--- config.mk ---
export PLATFORM = sky130hd
export DESIGN_NAME = i2c_slave_stretch
export DESIGN_NICKNAME = d
export VERILOG_FILES = /design/src/hw/i2c_slave_stretch.v
export VERILOG_INCLUDE_DIRS = /design/src /design/src/hw
export SDC_FILE = /design/constraint.sdc
export NUM_CORES = 1
export LEC_CHECK = 0
export BUFFER_PORTS_ARGS = -buffer_cell sky130_fd_sc_hd__buf_4
export CORE_MARGIN = 2
export CORE_UTILIZATION = 25
export CTS_BUF_LIST = sky130_fd_sc_hd__clkbuf_8
export CTS_CLUSTER_DIAMETER = 80
export DETAILED_ROUTE_END_ITERATION = 8
export GPL_TIMING_DRIVEN = 0
export PLACE_DENSITY = 0.46
export SLEW_MARGIN = 20
export SYNTH_ARGS = -nofsm -noshare
export SYNTH_HDL_FRONTEND = slang
export SYNTH_HIERARCHICAL = 1
export SYNTH_SLANG_ARGS = --single-unit
--- constraint.sdc ---
create_clock -name clk_sys -period 2.8 [get_ports clk_sys]
set_input_delay 0.28 -clock clk_sys [delete_from_list [all_inputs] [get_ports clk_sys]]
set_output_delay 0.28 -clock clk_sys [all_outputs]
set_load 0.05 [all_outputs]
--- src/hw/i2c_slave_consts.vh ---
// constants for the i2c slave with clock stretching and address hold
`ifndef I2C_SLAVE_CONSTS_VH
`define I2C_SLAVE_CONSTS_VH
`define ST_IDLE   3'h0
`define ST_ADDR   3'h1
`define ST_ACK    3'h2
`define ST_RX     3'h3
`define ST_TX     3'h4
`define ST_TXACK  3'h5
`define TEN_HI_PFX 5'h1e
`define FIFO_DEPTH 8
`endif

--- src/hw/i2c_slave_stretch.v ---
// i2c slave with clock stretching, address/data hold, 10-bit addressing and rx fifo
`timescale 1ns/1ps
`include "i2c_slave_consts.vh"

module rx_fifo #(
    parameter WIDTH = 8,
    parameter DEPTH = 8,
    parameter AW    = 3
) (
    input  wire             clk_sys,
    input  wire             nrst,
    input  wire             in_valid,
    output wire             in_ready,
    input  wire [WIDTH-1:0] in_data,
    output wire             out_valid,
    input  wire             out_ready,
    output wire [WIDTH-1:0] out_data
);
    reg [WIDTH-1:0] mem [0:DEPTH-1];
    reg [AW-1:0]    wp;
    reg [AW-1:0]    rp;
    reg [AW:0]      cnt;
    wire            push;
    wire            pop;

    assign in_ready  = (cnt != DEPTH[AW:0]);
    assign out_valid = (cnt != {(AW+1){1'b0}});
    assign out_data  = mem[rp];
    assign push      = in_valid & in_ready;
    assign pop       = out_valid & out_ready;

    // pointers and fill count
    always @(posedge clk_sys)
    begin
        if (!nrst)
        begin
            wp  <= {AW{1'b0}};
            rp  <= {AW{1'b0}};
            cnt <= {(AW+1){1'b0}};
        end
        else
        begin
            if (push)
            begin
                mem[wp] <= in_data;
                wp      <= wp + 1'b1;
            end
            if (pop)
                rp <= rp + 1'b1;
            if (push & !pop)
                cnt <= cnt + 1'b1;
            else if (pop & !push)
                cnt <= cnt - 1'b1;
        end
    end
endmodule

module i2c_slave_stretch (
    input  wire       clk_sys,
    input  wire       nrst,
    input  wire       scl_in,
    output reg        scl_out,
    output reg        scl_oe,
    input  wire       sda_in,
    output reg        sda_out,
    output reg        sda_oe,
    input  wire       address_hold_enable,
    input  wire       data_hold_enable,
    input  wire       clock_stretch_enable,
    input  wire       ten_bit_mode,
    input  wire       start_int_enable,
    input  wire [7:0] addr_wdata,
    input  wire       addr_write,
    output reg  [7:0] slave_address_register,
    input  wire       ack_value_bit,
    input  wire       release_set,
    input  wire       flag_clear,
    input  wire [7:0] tx_data,
    input  wire       tx_load,
    input  wire       buf_read,
    output reg  [7:0] serial_buffer,
    output reg        buffer_full_flag,
    output reg        serial_interrupt_flag,
    output reg        clock_release_bit,
    output reg        ack_time_flag,
    output reg        ack_status_bit,
    output reg        update_address_flag,
    output reg        start_seen,
    output reg        stop_seen,
    output reg        read_write_bit,
    output reg        data_address_bit,
    output reg        rx_valid,
    input  wire       rx_ready,
    output reg  [7:0] rx_data,
    output reg        rx_stall
);
    // ---------------------------------------------------------------
    // pin synchronisers and edge detection
    // ---------------------------------------------------------------
    reg [1:0] scl_sync;
    reg [1:0] sda_sync;
    reg       scl_d;
    reg       sda_d;
    wire      scl_s  = scl_sync[1];
    wire      sda_s  = sda_sync[1];
    wire      scl_rise = scl_s & !scl_d;
    wire      scl_fall = !scl_s & scl_d;
    wire      start_c  = scl_s & scl_d & sda_d & !sda_s;
    wire      stop_c   = scl_s & scl_d & !sda_d & sda_s;

    // two stages then a delayed copy for edges
    always @(posedge clk_sys)
    begin
        if (!nrst)
        begin
            scl_sync <= 2'h3;
            sda_sync <= 2'h3;
            scl_d    <= 1'b1;
            sda_d    <= 1'b1;
        end
        else
        begin
            scl_sync <= {scl_sync[0], scl_in};
            sda_sync <= {sda_sync[0], sda_in};
            scl_d    <= scl_s;
            sda_d    <= sda_s;
        end
    end

    // ---------------------------------------------------------------
    // receive fifo in the data path
    // ---------------------------------------------------------------
    reg        f_push;
    reg  [7:0] f_data;
    wire       f_ready;
    wire       f_valid;
    wire [7:0] f_out;

    rx_fifo #(.WIDTH(8), .DEPTH(`FIFO_DEPTH), .AW(3)) u_fifo (
        .clk_sys   (clk_sys),
        .nrst      (nrst),
        .in_valid  (f_push),
        .in_ready  (f_ready),
        .in_data   (f_data),
        .out_valid (f_valid),
        .out_ready (rx_ready & rx_valid),
        .out_data  (f_out)
    );

    // ---------------------------------------------------------------
    // address decode helper
    // ---------------------------------------------------------------
    function addr_hit;
        input [7:0] rx;
        input [7:0] adr;
        input       ten;
        input       first;
        begin
            if (ten & first)
                addr_hit = (rx[7:3] == `TEN_HI_PFX) && (rx[2:1] == adr[2:1]);
            else if (ten)
                addr_hit = (rx == adr);
            else
                addr_hit = (rx[7:1] == adr[7:1]);
        end
    endfunction

    // ---------------------------------------------------------------
    // byte engine
    // ---------------------------------------------------------------
    reg [2:0] state;
    reg [3:0] bitcnt;
    reg [7:0] shreg;
    reg       matched;
    reg       first_byte;
    reg       hold_req;
    reg       ack_drive;
    reg       ten_low;

    always @(posedge clk_sys)
    begin
        if (!nrst)
        begin
            state <= `ST_IDLE;
            bitcnt <= 4'h0;
            shreg <= 8'h00;
            matched <= 1'b0;
            first_byte <= 1'b0;
            ten_low <= 1'b0;
            hold_req <= 1'b0;
            ack_drive <= 1'b0;
            scl_out <= 1'b0;
            scl_oe <= 1'b0;
            sda_out <= 1'b0;
            sda_oe <= 1'b0;
            slave_address_register <= 8'h00;
            serial_buffer <= 8'h00;
            buffer_full_flag <= 1'b0;
            serial_interrupt_flag <= 1'b0;
            clock_release_bit <= 1'b1;
            ack_time_flag <= 1'b0;
            ack_status_bit <= 1'b0;
            update_address_flag <= 1'b0;
            start_seen <= 1'b0;
            stop_seen <= 1'b0;
            read_write_bit <= 1'b0;
            data_address_bit <= 1'b0;
            f_push <= 1'b0;
            f_data <= 8'h00;
            rx_valid <= 1'b0;
            rx_data <= 8'h00;
            rx_stall <= 1'b0;
        end
        else
        begin
            f_push   <= 1'b0;
            rx_valid <= f_valid;
            rx_data  <= f_out;
            rx_stall <= !f_ready;
            // software side effects; hardware sets below win
            if (flag_clear)
                serial_interrupt_flag <= 1'b0;
            if (buf_read)
                buffer_full_flag <= 1'b0;
            if (release_set)
                clock_release_bit <= 1'b1;
            if (tx_load)
            begin
                serial_buffer <= tx_data;
                shreg <= tx_data;
                buffer_full_flag <= 1'b1;
                // first bit of a fresh byte goes out while scl is held
                if (state == `ST_TX && bitcnt == 4'h0)
                    sda_oe <= !tx_data[7];
            end
            if (addr_write)
            begin
                slave_address_register <= addr_wdata;
                update_address_flag <= 1'b0;
            end
            if (stop_c)
            begin
                stop_seen <= 1'b1;
                start_seen <= 1'b0;
                state <= `ST_IDLE;
                sda_oe <= 1'b0;
            end
            if (start_c)
            begin
                start_seen <= 1'b1;
                stop_seen <= 1'b0;
                if (start_int_enable)
                    serial_interrupt_flag <= 1'b1;
                state <= `ST_ADDR;
                bitcnt <= 4'h0;
                first_byte <= 1'b1;
                ten_low <= 1'b0;
                matched <= 1'b0;
                sda_oe <= 1'b0;
            end
            else if (scl_rise)
            begin
                case (state)
                    `ST_ADDR, `ST_RX:
                    begin
                        shreg <= {shreg[6:0], sda_s};
                        bitcnt <= bitcnt + 4'h1;
                    end
                    `ST_TXACK:
                    begin
                        // master ack sampled on 9th rise
                        ack_status_bit <= sda_s;
                    end
                    default:
                        bitcnt <= bitcnt;
                endcase
            end
            else if (scl_fall)
            begin
                case (state)
                    `ST_ADDR, `ST_RX:
                    begin
                        if (bitcnt == 4'h8)
                        begin
                            ack_drive <= 1'b1;
                            hold_req <= 1'b0;
                            if (state == `ST_ADDR)
                            begin
                                if (addr_hit(shreg, slave_address_register, ten_bit_mode,
                                             first_byte))
                                begin
                                    matched <= 1'b1;
                                    read_write_bit <= shreg[0] & first_byte;
                                    data_address_bit <= 1'b0;
                                    serial_buffer <= shreg;
                                    buffer_full_flag <= 1'b1;
                                    if (ten_bit_mode & first_byte & !shreg[0])
                                        update_address_flag <= 1'b1;
                                    if (ten_bit_mode & !first_byte)
                                        update_address_flag <= 1'b1;
                                    if (address_hold_enable)
                                    begin
                                        clock_release_bit <= 1'b0;
                                        serial_interrupt_flag <= 1'b1;
                                        hold_req <= 1'b1;
                                    end
                                end
                                else if (ten_bit_mode & ten_low)
                                begin
                                    serial_interrupt_flag <= 1'b1;
                                    update_address_flag <= 1'b1;
                                    matched <= 1'b0;
                                    ack_drive <= 1'b0;
                                end
                                else
                                begin
                                    matched <= 1'b0;
                                    ack_drive <= 1'b0;
                                end
                            end
                            else
                            begin
                                data_address_bit <= 1'b1;
                                serial_buffer <= shreg;
                                buffer_full_flag <= 1'b1;
                                f_data <= shreg;
                                f_push <= 1'b1;
                                if (data_hold_enable)
                                begin
                                    clock_release_bit <= 1'b0;
                                    serial_interrupt_flag <= 1'b1;
                                    hold_req <= 1'b1;
                                end
                            end
                            ack_time_flag <= 1'b1;
                            state <= `ST_ACK;
                        end
                    end
                    `ST_ACK:
                    begin
                        // end of ack slot: 9th falling edge
                        ack_time_flag <= 1'b0;
                        sda_oe <= 1'b0;
                        bitcnt <= 4'h0;
                        if (ack_drive & !ack_value_bit)
                        begin
                            serial_interrupt_flag <= 1'b1;
                            if (read_write_bit & !data_address_bit)
                            begin
                                clock_release_bit <= 1'b0;
                                state <= `ST_TX;
                                sda_oe <= !shreg[7];
                            end
                            else
                            begin
                                if (clock_stretch_enable)
                                    clock_release_bit <= 1'b0;
                                if (first_byte & ten_bit_mode & !read_write_bit)
                                    ten_low <= 1'b1;
                                else
                                    ten_low <= 1'b0;
                                // only the high byte is followed by a second address byte
                                state <= (first_byte & ten_bit_mode) ? `ST_ADDR : `ST_RX;
                                first_byte <= 1'b0;
                            end
                        end
                        else
                            state <= `ST_IDLE;
                    end
                    `ST_TX:
                    begin
                        bitcnt <= bitcnt + 4'h1;
                        shreg <= {shreg[6:0], 1'b1};
                        if (bitcnt == 4'h7)
                        begin
                            sda_oe <= 1'b0;
                            buffer_full_flag <= 1'b0;
                            state <= `ST_TXACK;
                        end
                        else
                            sda_oe <= !shreg[6];
                    end
                    `ST_TXACK:
                    begin
                        serial_interrupt_flag <= 1'b1;
                        bitcnt <= 4'h0;
                        if (ack_status_bit)
                            state <= `ST_IDLE;
                        else
                        begin
                            clock_release_bit <= 1'b0;
                            state <= `ST_TX;
                            sda_oe <= !shreg[7];
                        end
                    end
                    default:
                        bitcnt <= 4'h0;
                endcase
            end
            // drive ack in the slot; software ack value only when a hold was requested
            if (state == `ST_ACK && !scl_s && !scl_d)
                sda_oe <= ack_drive & (hold_req ? !ack_value_bit : 1'b1);
            // hold scl only once sampled low; free when released
            // update flag holds only once the ack slot is over
            if (!scl_s && (!clock_release_bit || (update_address_flag && state != `ST_ACK)))
                scl_oe <= 1'b1;
            else if (clock_release_bit && !update_address_flag)
                scl_oe <= 1'b0;
        end
    end
endmodule

Yosys cells after proc, flatten, opt, wreduce, memory -nomap -nowiden
Memories as Yosys holds them, arrays and structs flattened. A register that Yosys moved wholly into a read port is not among the register bits. Cells that the tools add are included.

Reductions and logical operators: 48. Bitwise logic cells: 29. Mux-type cells: 126. Equality and inequality tests: 19. $add $sub $neg: 5.

Operator list (count): two-way mux 8 bit (14); two-way mux 1 bit (91); two-way mux 3 bit (8); AND 1 bit (21); two-way mux 4 bit (5); AND reduction 5 bit (4); zero test 1 bit (18); nonzero test 2 bit (8); one-hot mux 3 bit (4 select lines) (1); AND reduction 6 bit (2); one-hot mux 1 bit (3 select lines) (3); adder 4 x 1 -> 4 bit, second input constant (2); == test 8 bit (1); NOT 1 bit (8); one-hot mux 4 bit (2 select lines) (1); == test 7 bit (1); logical AND 1 bit (7); AND reduction 7 bit (1); adder 3 x 1 -> 3 bit, second input constant (2); == test 3 x 2 -> 1 bit, second input constant (2); == test 3 bit, second input constant (2); != test 2 x 1 -> 1 bit, second input constant (3); != test 2 bit, second input constant (3); AND reduction 3 bit (2); other kinds (15) (17).

Input bits: 32. Logic and storage cells: 261. RAM bits: 64. Memories: 1. Register bits: 74.

Memory list: u_fifo.mem (depth 8, width 8, read ports 1, clocked after memory_dff 1, write ports 1, line i2c_slave_stretch.v:19) `reg [WIDTH-1:0] mem [0:DEPTH-1];`.

Logic depth before layout (Yosys ltp)
Gate-level depths: netlist (run 1).

Depth after elaboration: 17. Mapped depth: 11. Gate-level depth less buffers: 10.

Modules after synthesis
The synthesis (run 1) kept the hierarchy.

By module, submodules not included: i2c_slave_stretch (instances 1, cells each 390, seq. area each 1441.4 um^2, area an instance 3509.6 um^2); rx_fifo (instances 1, cells each 167, seq. area each 2182.1 um^2, area an instance 3166.8 um^2).

Worst setup path after synthesis (run 1)
Ideal clock, no wire load.

Path kind: register -> register. From: register u_fifo.cnt[1]. To: register u_fifo.cnt[3]. Library setup time: 0.072 ns. Cell stages (with the launch flop): 12. Arrival: 2.337 ns. Period minus slack after synthesis: 2.408 ns. Buffers on the path: 1. Data required time: 2.728 ns. Path slack: 0.392 ns. Path through: dfxtp_1 or4b_1 buf_6 nand2_4 inv_1 ha_1 inv_1 ha_1 a21oi_1 a211oi_1 a31oi_1 mux2i_1.

Cells in the longest elaborated chain, start to end: 5.

Ends and longest elaborated chain: from (decl) (line i2c_slave_stretch.v:22) `reg [AW:0] cnt;`; from (signal assigned) (line i2c_slave_stretch.v:39) `cnt <= {(AW+1){1'b0}};`; from (signal assigned) (line i2c_slave_stretch.v:51) `cnt <= cnt + 1'b1;`; from (signal assigned) (line i2c_slave_stretch.v:53) `cnt <= cnt - 1'b1;`; != test 4 bit * (line i2c_slave_stretch.v:26) `assign in_ready = (cnt != DEPTH[AW:0]);`; net f_ready (line i2c_slave_stretch.v:135) `wire f_ready;`; AND 1 bit * (line i2c_slave_stretch.v:29) `assign push = in_valid & in_ready;`; net u_fifo.push (line i2c_slave_stretch.v:23) `wire push;`; zero test 1 bit (line i2c_slave_stretch.v:52) `else if (pop & !push)`; AND 1 bit (line i2c_slave_stretch.v:52); nonzero test 2 bit (no source line).

Mark *: on every way through the listed nets, which the timed path passes. The rest lies on a longest branch. The select of a mux whose other input is x is not followed. A chain may end at the register's enable or synchronous reset.

Worst setup path after layout (run 1)
Same ends and word-level chain as after synthesis.

==> impl_metrics.tcl, run 1 <==
set metrics [dict create \
    status "finished, violations left" \
    violations "design-rule violations" \
    crit_path_top_delay_cell "or4b_1" \
    worst_setup_path_end_kind "flip-flop" \
    dieHeight_um 167.4 \
    met2_usage 0.2127 \
    initial_core_util 0.2555 \
    tns_ns 0 \
    p_sw_frac 0.2564 \
    reg2regPathDepth 11 \
    power_density_nw_per_um2 562.8 \
    yosysWarnings 6 \
    crit_buf_inv 3 \
    antenna_found_initial 0 \
    cts_tree "yes" \
    fmaxAchievable_ghz 0.3903 \
    cp_common_cell "ha_1" \
    finalHoldViolCount 0 \
    cp.depth 11 \
    final_common_cell "dfxtp_1" \
    fin_crit_ns 2.562 \
    required_ns 3.20 \
    wl_mm 16.45 \
    synth_area_per_cell_um2 11.99 \
    antenna_cells 0 \
    drv_slew 0 \
    max_slew.worst_pin.slew_ns 0.8834 \
    switchingPower_w 0.001172 \
    port_buffers 67 \
    numCtsBuffers 17 \
    first_pass_iters 6 \
    grt_use_total 0.1235 \
    layout_common_cells "dfxtp_1, buf_4, edfxtp_1, nand2_1, mux2i_1" \
    use_met1 0.1485 \
    combinationalPowerShare 0.075 \
    clock_latency_ns 0.47 \
    peakVddDrop_v 0.0003184 \
    post-route-period-util 0.9149 \
    reg2reg_from "u_fifo/cnt[1]" \
    leakage_nw 3.079 \
    hold_slack_ns 0.06474 \
    final_cell_count_no_fill 997 \
    fin_ws_ns 0.2382 \
    hold_path_depth 3 \
    dp_hpwl_mm 12.06 \
    synth-main-ff-cell "dfxtp_1" \
    worstSetupPathType "reg2reg" \
    ys_async_sr_fraction 0 \
    cp_cell_sequence "or4b_1 -> buf_6 -> nand2_4 -> inv_1 -> ha_1 -> inv_2 -> ha_1 -> a21oi_2 -> a211oi_1 -> a31oi_1 -> mux2i_1" \
    crit_path_max_fanout 7 \
    rsz0062_at_grt "false" \
    clock_path_buffers 2 \
    cts_setup_buffers 0 \
    finClkSkew_ns 0.01283 \
    ios 72 \
    via_per_inst 4.560 \
    drt_iter0_drc 218 \
    grt_pass1_vias 4705 \
    die-area_um2 28030 \
    seq_area_frac_synth 0.5427 \
    gp_congestion 0.8640 \
    synth_edf_count 64 \
    top_usage_layer "met2" \
    core_region_area_um2 26130 \
    wire_per_inst_um 16.50 \
    globalRoute.totalOverflow 0 \
    grt_pass1_wl_mm 26.57 \
    slew-limit-headroom 0.4089 \
    drive_gt1_frac 0.2281 \
    rows 59 \
    drc 4 \
    min_from "addr_wdata[1]" \
    die_w_um 167.4 \
    syn_inst 557 \
    setup.worst_path.start "u_fifo/cnt[1]" \
    clk_pin_slew_ns 0.09 \
    nets 693 \
    cp.arrival_ns 2.96 \
    placed_area_um2 7642 \
    cp-endpoint "u_fifo/cnt[3]" \
    final-setup-viol-count 0 \
    grt_max_degree 17 \
    h-tree-depth 4 \
    cap_violations 0 \
    gr-usage-met3 0.03167 \
    clock-sinks 149 \
    slowest_delay_ns 0.55 \
    min_path_type "in2reg" \
    cts-root-buf "clkbuf_8" \
    ys_seq_elements 149 \
    clockPowerShare 0.420 \
    timing.rr.end "u_fifo/cnt[3]" \
    vias 4546 \
    ys_types 69 \
    netlist_area_um2 6676 \
    syn_to_final_growth_pct 21.70 \
    final_cell_area_um2 8125 \
    cp_top_family "simple AND/OR/NAND/NOR gates" \
    ff2ff_setup_slack_ns 0.24 \
    placed_cells 963 \
    final_antenna_net_count 0 \
    dp_slack_ns 0.2007 \
    internal-power_w 0.003401 \
    sequentialPowerShare 0.505 \
    critPathLaunchType "flip-flop" \
]
==> per-layer routing <==
metal | share of wire | up-vias
met5 | 0 | -
met4 | 0.019 | 0
met3 | 0.043 | 24
met2 | 0.50 | 94
met1 | 0.43 | 2210
li1 | - | 2218
==> flip-flops by register name (all words and copies together), names as in the netlist, 2 cells and up, named ones only <==
register,cells
bitcnt,4
f_data,8
rx_data,8
scl_sync,2
sda_sync,2
serial_buffer,8
shreg,8
slave_address_register,8
state,3
u_fifo/cnt,4
u_fifo/mem,64
u_fifo/rp,3
u_fifo/wp,3
==> cells in the mapped netlist (all sizes together), types with 12 or more instances <==
| cell type | n | area [um2] |
|---|---|---|
| o21ai | 17 | 85.08 |
| mux2 | 16 | 180.2 |
| nand2 | 54 | 212.7 |
| mux4 | 16 | 420.4 |
| clkbuf | 17 | 66.31 |
| buf | 16 | 121.4 |
| mux2i | 36 | 360.4 |
| edfxtp | 64 | 1922 |
| nor2b | 26 | 162.7 |
| nor3 | 12 | 60.06 |
| and2 | 20 | 125.1 |
| a21oi | 20 | 100.1 |
| dfxtp | 85 | 1702 |
| nor2 | 18 | 67.56 |
| nand3 | 15 | 80.08 |
| inv | 13 | 48.80 |
==> worst min path at each step <==
stage                                      to
floorplan                         scl_sync[0]
global placement                  scl_sync[1]
detailed placement                sda_sync[1]
CTS                 slave_address_register[1]
global route        slave_address_register[1]
finish              slave_address_register[1]
==> final cells by class <==
class	count	area [um2]
well taps	335	419.2
fillers	2711	18010
clock inverters	15	215.2
clock buffers	17	234.0
repair buffers	72	540.5
plain buffers	33	187.7
flip-flops and latches	149	3623
inverters	13	48.80
multi-input cells	363	2856
==> power groups by stage <==
stage | combinational (W) | sequential (W) | clock, W
2_1_floorplan | 0.000153 | 0.00242 | 0
3_3_place_gp | 0.000340 | 0.00236 | 0
3_5_place_dp | 0.000343 | 0.00236 | 0
4_1_cts | 0.000346 | 0.00231 | 0.00197
5_1_grt | 0.000369 | 0.00232 | 0.00207
6_report | 0.000342 | 0.00231 | 0.00192
==> worst register-to-register path: stages, from the launching register on <==
cell and delay, ns:
dfxtp_1 0.37, or4b_1 0.56, buf_6 0.15, nand2_4 0.12, inv_1 0.06, ha_1 0.22
inv_2 0.10, ha_1 0.28, a21oi_2 0.17, a211oi_1 0.08, a31oi_1 0.19, mux2i_1 0.20
==> per-stage QoR <==
step	utilization	total power (W)
2_1_floorplan	-	0.002569
3_3_place_gp	0.2909	0.002703
3_5_place_dp	0.2924	0.002706
4_1_cts	0.3104	0.004629
5_1_grt	0.3109	0.004759
6_report	0.3109	0.004573
==> cell families (layout without fill, tap and decap cells) <==
group | after synthesis | after routing | share of synthesized area
other | 1 | 2 | 0.0005617
AND/OR/NAND/NOR | 186 | 186 | 0.1514
XOR/XNOR | 18 | 18 | 0.02361
buffers and inverters | 46 | 150 | 0.03542
multiplexers | 68 | 68 | 0.1439
flip-flops | 149 | 149 | 0.5427
AO/OA/AOI/OAI | 77 | 77 | 0.07871
adder cells (fa/ha/maj) | 12 | 12 | 0.02361
==> repair_timing <==
action | in CTS | in global routing
endpoints found under the hold margin | 2 | 0
hold buffers | 2 | 0
gates resized for setup | 0 | 2
endpoints found under the setup margin | 0 | 1
Power figures use the tool's default switching activity.
==> run 2: changes to the inputs <==
Settings changed: CORE_UTILIZATION 25 to 60, PLACE_DENSITY 0.46 to 0.86.
==> run 2 against run 1 <==
- highest routed layer unchanged
- clock skew rose by 0.0011 ns
- cell count down 20%
- the flow now finishes without violations
- clock power shrank 5%
- sequential share of layout area increased by 1.5 points
==> impl_metrics.tcl, run 2 (synthesis gave the netlist of run 1 again) <==
set metrics [dict create \
    tns_ns 0 \
    placed_area_um2 7401 \
    post-route-period-util 0.9800 \
    grt_max_degree 17 \
    cts_tree "yes" \
    grt_pass1_wl_mm 23.99 \
    slew-limit-headroom 0.3151 \
    max_slew.worst_pin.slew_ns 1.024 \
    drt_iter0_drc 292 \
    syn_to_final_growth_pct 17.80 \
    rsz0062_at_grt "false" \
    use_met1 0.3074 \
    top_usage_layer "met2" \
    port_buffers 67 \
    vias 4713 \
    via_per_inst 5.884 \
    final_common_cell "dfxtp_1" \
    ff2ff_setup_slack_ns 0.06 \
    final_util 0.7255 \
    cts_setup_buffers 0 \
    clk_pin_slew_ns 0.08 \
    final_antenna_net_count 0 \
    die_w_um 109.5 \
    clock-sinks 149 \
    required_ns 3.18 \
    core_region_area_um2 10840 \
    cap_violations 0 \
    hold_slack_ns 0.08759 \
    largest_reg_flops 64 \
    regMostFlops "u_fifo/mem" \
    clock_path_buffers 2 \
    dieHeight_um 109.5 \
    met2_usage 0.4929 \
    globalRoute.totalOverflow 0 \
    dp_hpwl_mm 11.25 \
    first_pass_iters 5 \
    antenna_found_initial 0 \
    drc 0 \
    reg2reg_from "u_fifo/cnt[1]" \
    fin_crit_ns 2.744 \
    worst_setup_path_end_kind "flip-flop" \
    nFillCells 754 \
    cp_cell_sequence "or4b_1 -> buf_6 -> nand2_4 -> inv_1 -> ha_1 -> inv_1 -> ha_1 -> a21oi_2 -> a211oi_1 -> a31oi_1 -> mux2i_1" \
    finClkSkew_ns 0.01398 \
    worstSetupPathType "reg2reg" \
    slowest_delay_ns 0.55 \
    fmaxAchievable_ghz 0.3644 \
    die-area_um2 11990 \
    crit_path_top_delay_cell "or4b_1" \
    clock_latency_ns 0.46 \
    antenna_cells 0 \
    drive_gt1_frac 0.2224 \
    rows 38 \
    peakVddDrop_v 0.0004488 \
    grt_use_total 0.2715 \
    timing.rr.end "u_fifo/cnt[3]" \
    status "finished clean" \
    gr-usage-met3 0.06224 \
    cp.arrival_ns 3.12 \
    grt_pass1_vias 4700 \
    crit_path_max_fanout 7 \
    power_density_nw_per_um2 568.3 \
    reg2regPathDepth 11 \
    gp_congestion 0.9924 \
    critPathLaunchType "flip-flop" \
    final_cell_area_um2 7865 \
    wire_per_inst_um 19.42 \
    leakage_nw 3.068 \
    nets 692 \
    drv_slew 0 \
    power_w 0.004469 \
    cts-root-buf "clkbuf_8" \
    layout_common_cells "dfxtp_1, buf_4, edfxtp_1, nand2_1, mux2i_1" \
    wl_mm 15.56 \
    min_path_type "in2reg" \
    numCtsBuffers 17 \
    initial_core_util 0.6159 \
    final-setup-viol-count 0 \
    ios 72 \
    finalHoldViolCount 0 \
    h-tree-depth 4 \
    cp-endpoint "u_fifo/cnt[3]" \
    setup.worst_path.start "u_fifo/cnt[1]" \
]
[run 2: cell types whose count changed in the layout (fill, tap and decap cells not counted), sizes merged]
cell,previous run,this run
inv,19,14
clkinv,3,6
buf,86,85
clkbuf,34,36
[run 2: through the flow]
| stage | worst slack (ns) | instances |
|---|---|---|
| 4_1_cts | 0.05605 | 801 |
| 3_3_place_gp | 0.2238 | 765 |
| 5_1_grt | 0.01444 | 801 |
| 3_5_place_dp | 0.09232 | 767 |
| 6_report | 0.05596 | 801 |
| 2_1_floorplan | 0.3915 | 558 |
[run 2: area by class of cell]
type | instances | area, um2 | area share
buffer | 33 | 187.7 | 0.02386
multi-input combinational | 363 | 2856 | 0.3632
clock inverter | 13 | 178.9 | 0.02275
sequential | 149 | 3623 | 0.4607
inverter | 13 | 48.80 | 0.006204
tap | 140 | 175.2 | 0.02227
timing repair buffer | 71 | 533.0 | 0.06777
clock buffer | 19 | 261.5 | 0.03325
[run 2: what timing repair did]
action / in CTS / in global routing
endpoints found under the hold margin: 2 / 0
endpoints found under the setup margin: 0 / 1
gates resized for setup: 0 / 1
hold buffers: 2 / 0
[run 2: worst min path at each step]
| stage | start | end | slack (ns) | depth (start not counted) |
|---|---|---|---|---|
| final | addr_wdata[0] | slave_address_register[0] | 0.09 | 3 |
| after global routing | addr_wdata[6] | slave_address_register[6] | 0.07 | 3 |
| after CTS | addr_wdata[6] | slave_address_register[6] | 0.07 | 3 |
| after detailed placement | sda_sync[0] | sda_sync[1] | 0.40 | 1 |
| after global placement | sda_sync[0] | sda_sync[1] | 0.39 | 1 |
| after floorplan | scl_in | scl_sync[0] | 0.38 | 1 |
[run 2: worst max-delay path: cells and delay by family (launching register included)]
kind                       cells  cell delay, ns
AOI/OAI and AO/OA              3            0.53
adders and majority gates      2            0.52
buffers and inverters          3            0.37
DFF                            1            0.36
muxes                          1            0.22
and+or+nand+nor                2            0.67
[run 2: metal layers]
layer,part of all wire,routed length [um]
met5,0,0
met1,0.39,6083
met3,0.047,726
met2,0.54,8351
met4,0.026,398
[run 2: power by group]
part           internal, W  switching (W)  total (W)
Combinational     0.000130       0.000208   0.000338
Sequential         0.00228      0.0000331    0.00231
Clock              0.00101       0.000807    0.00182
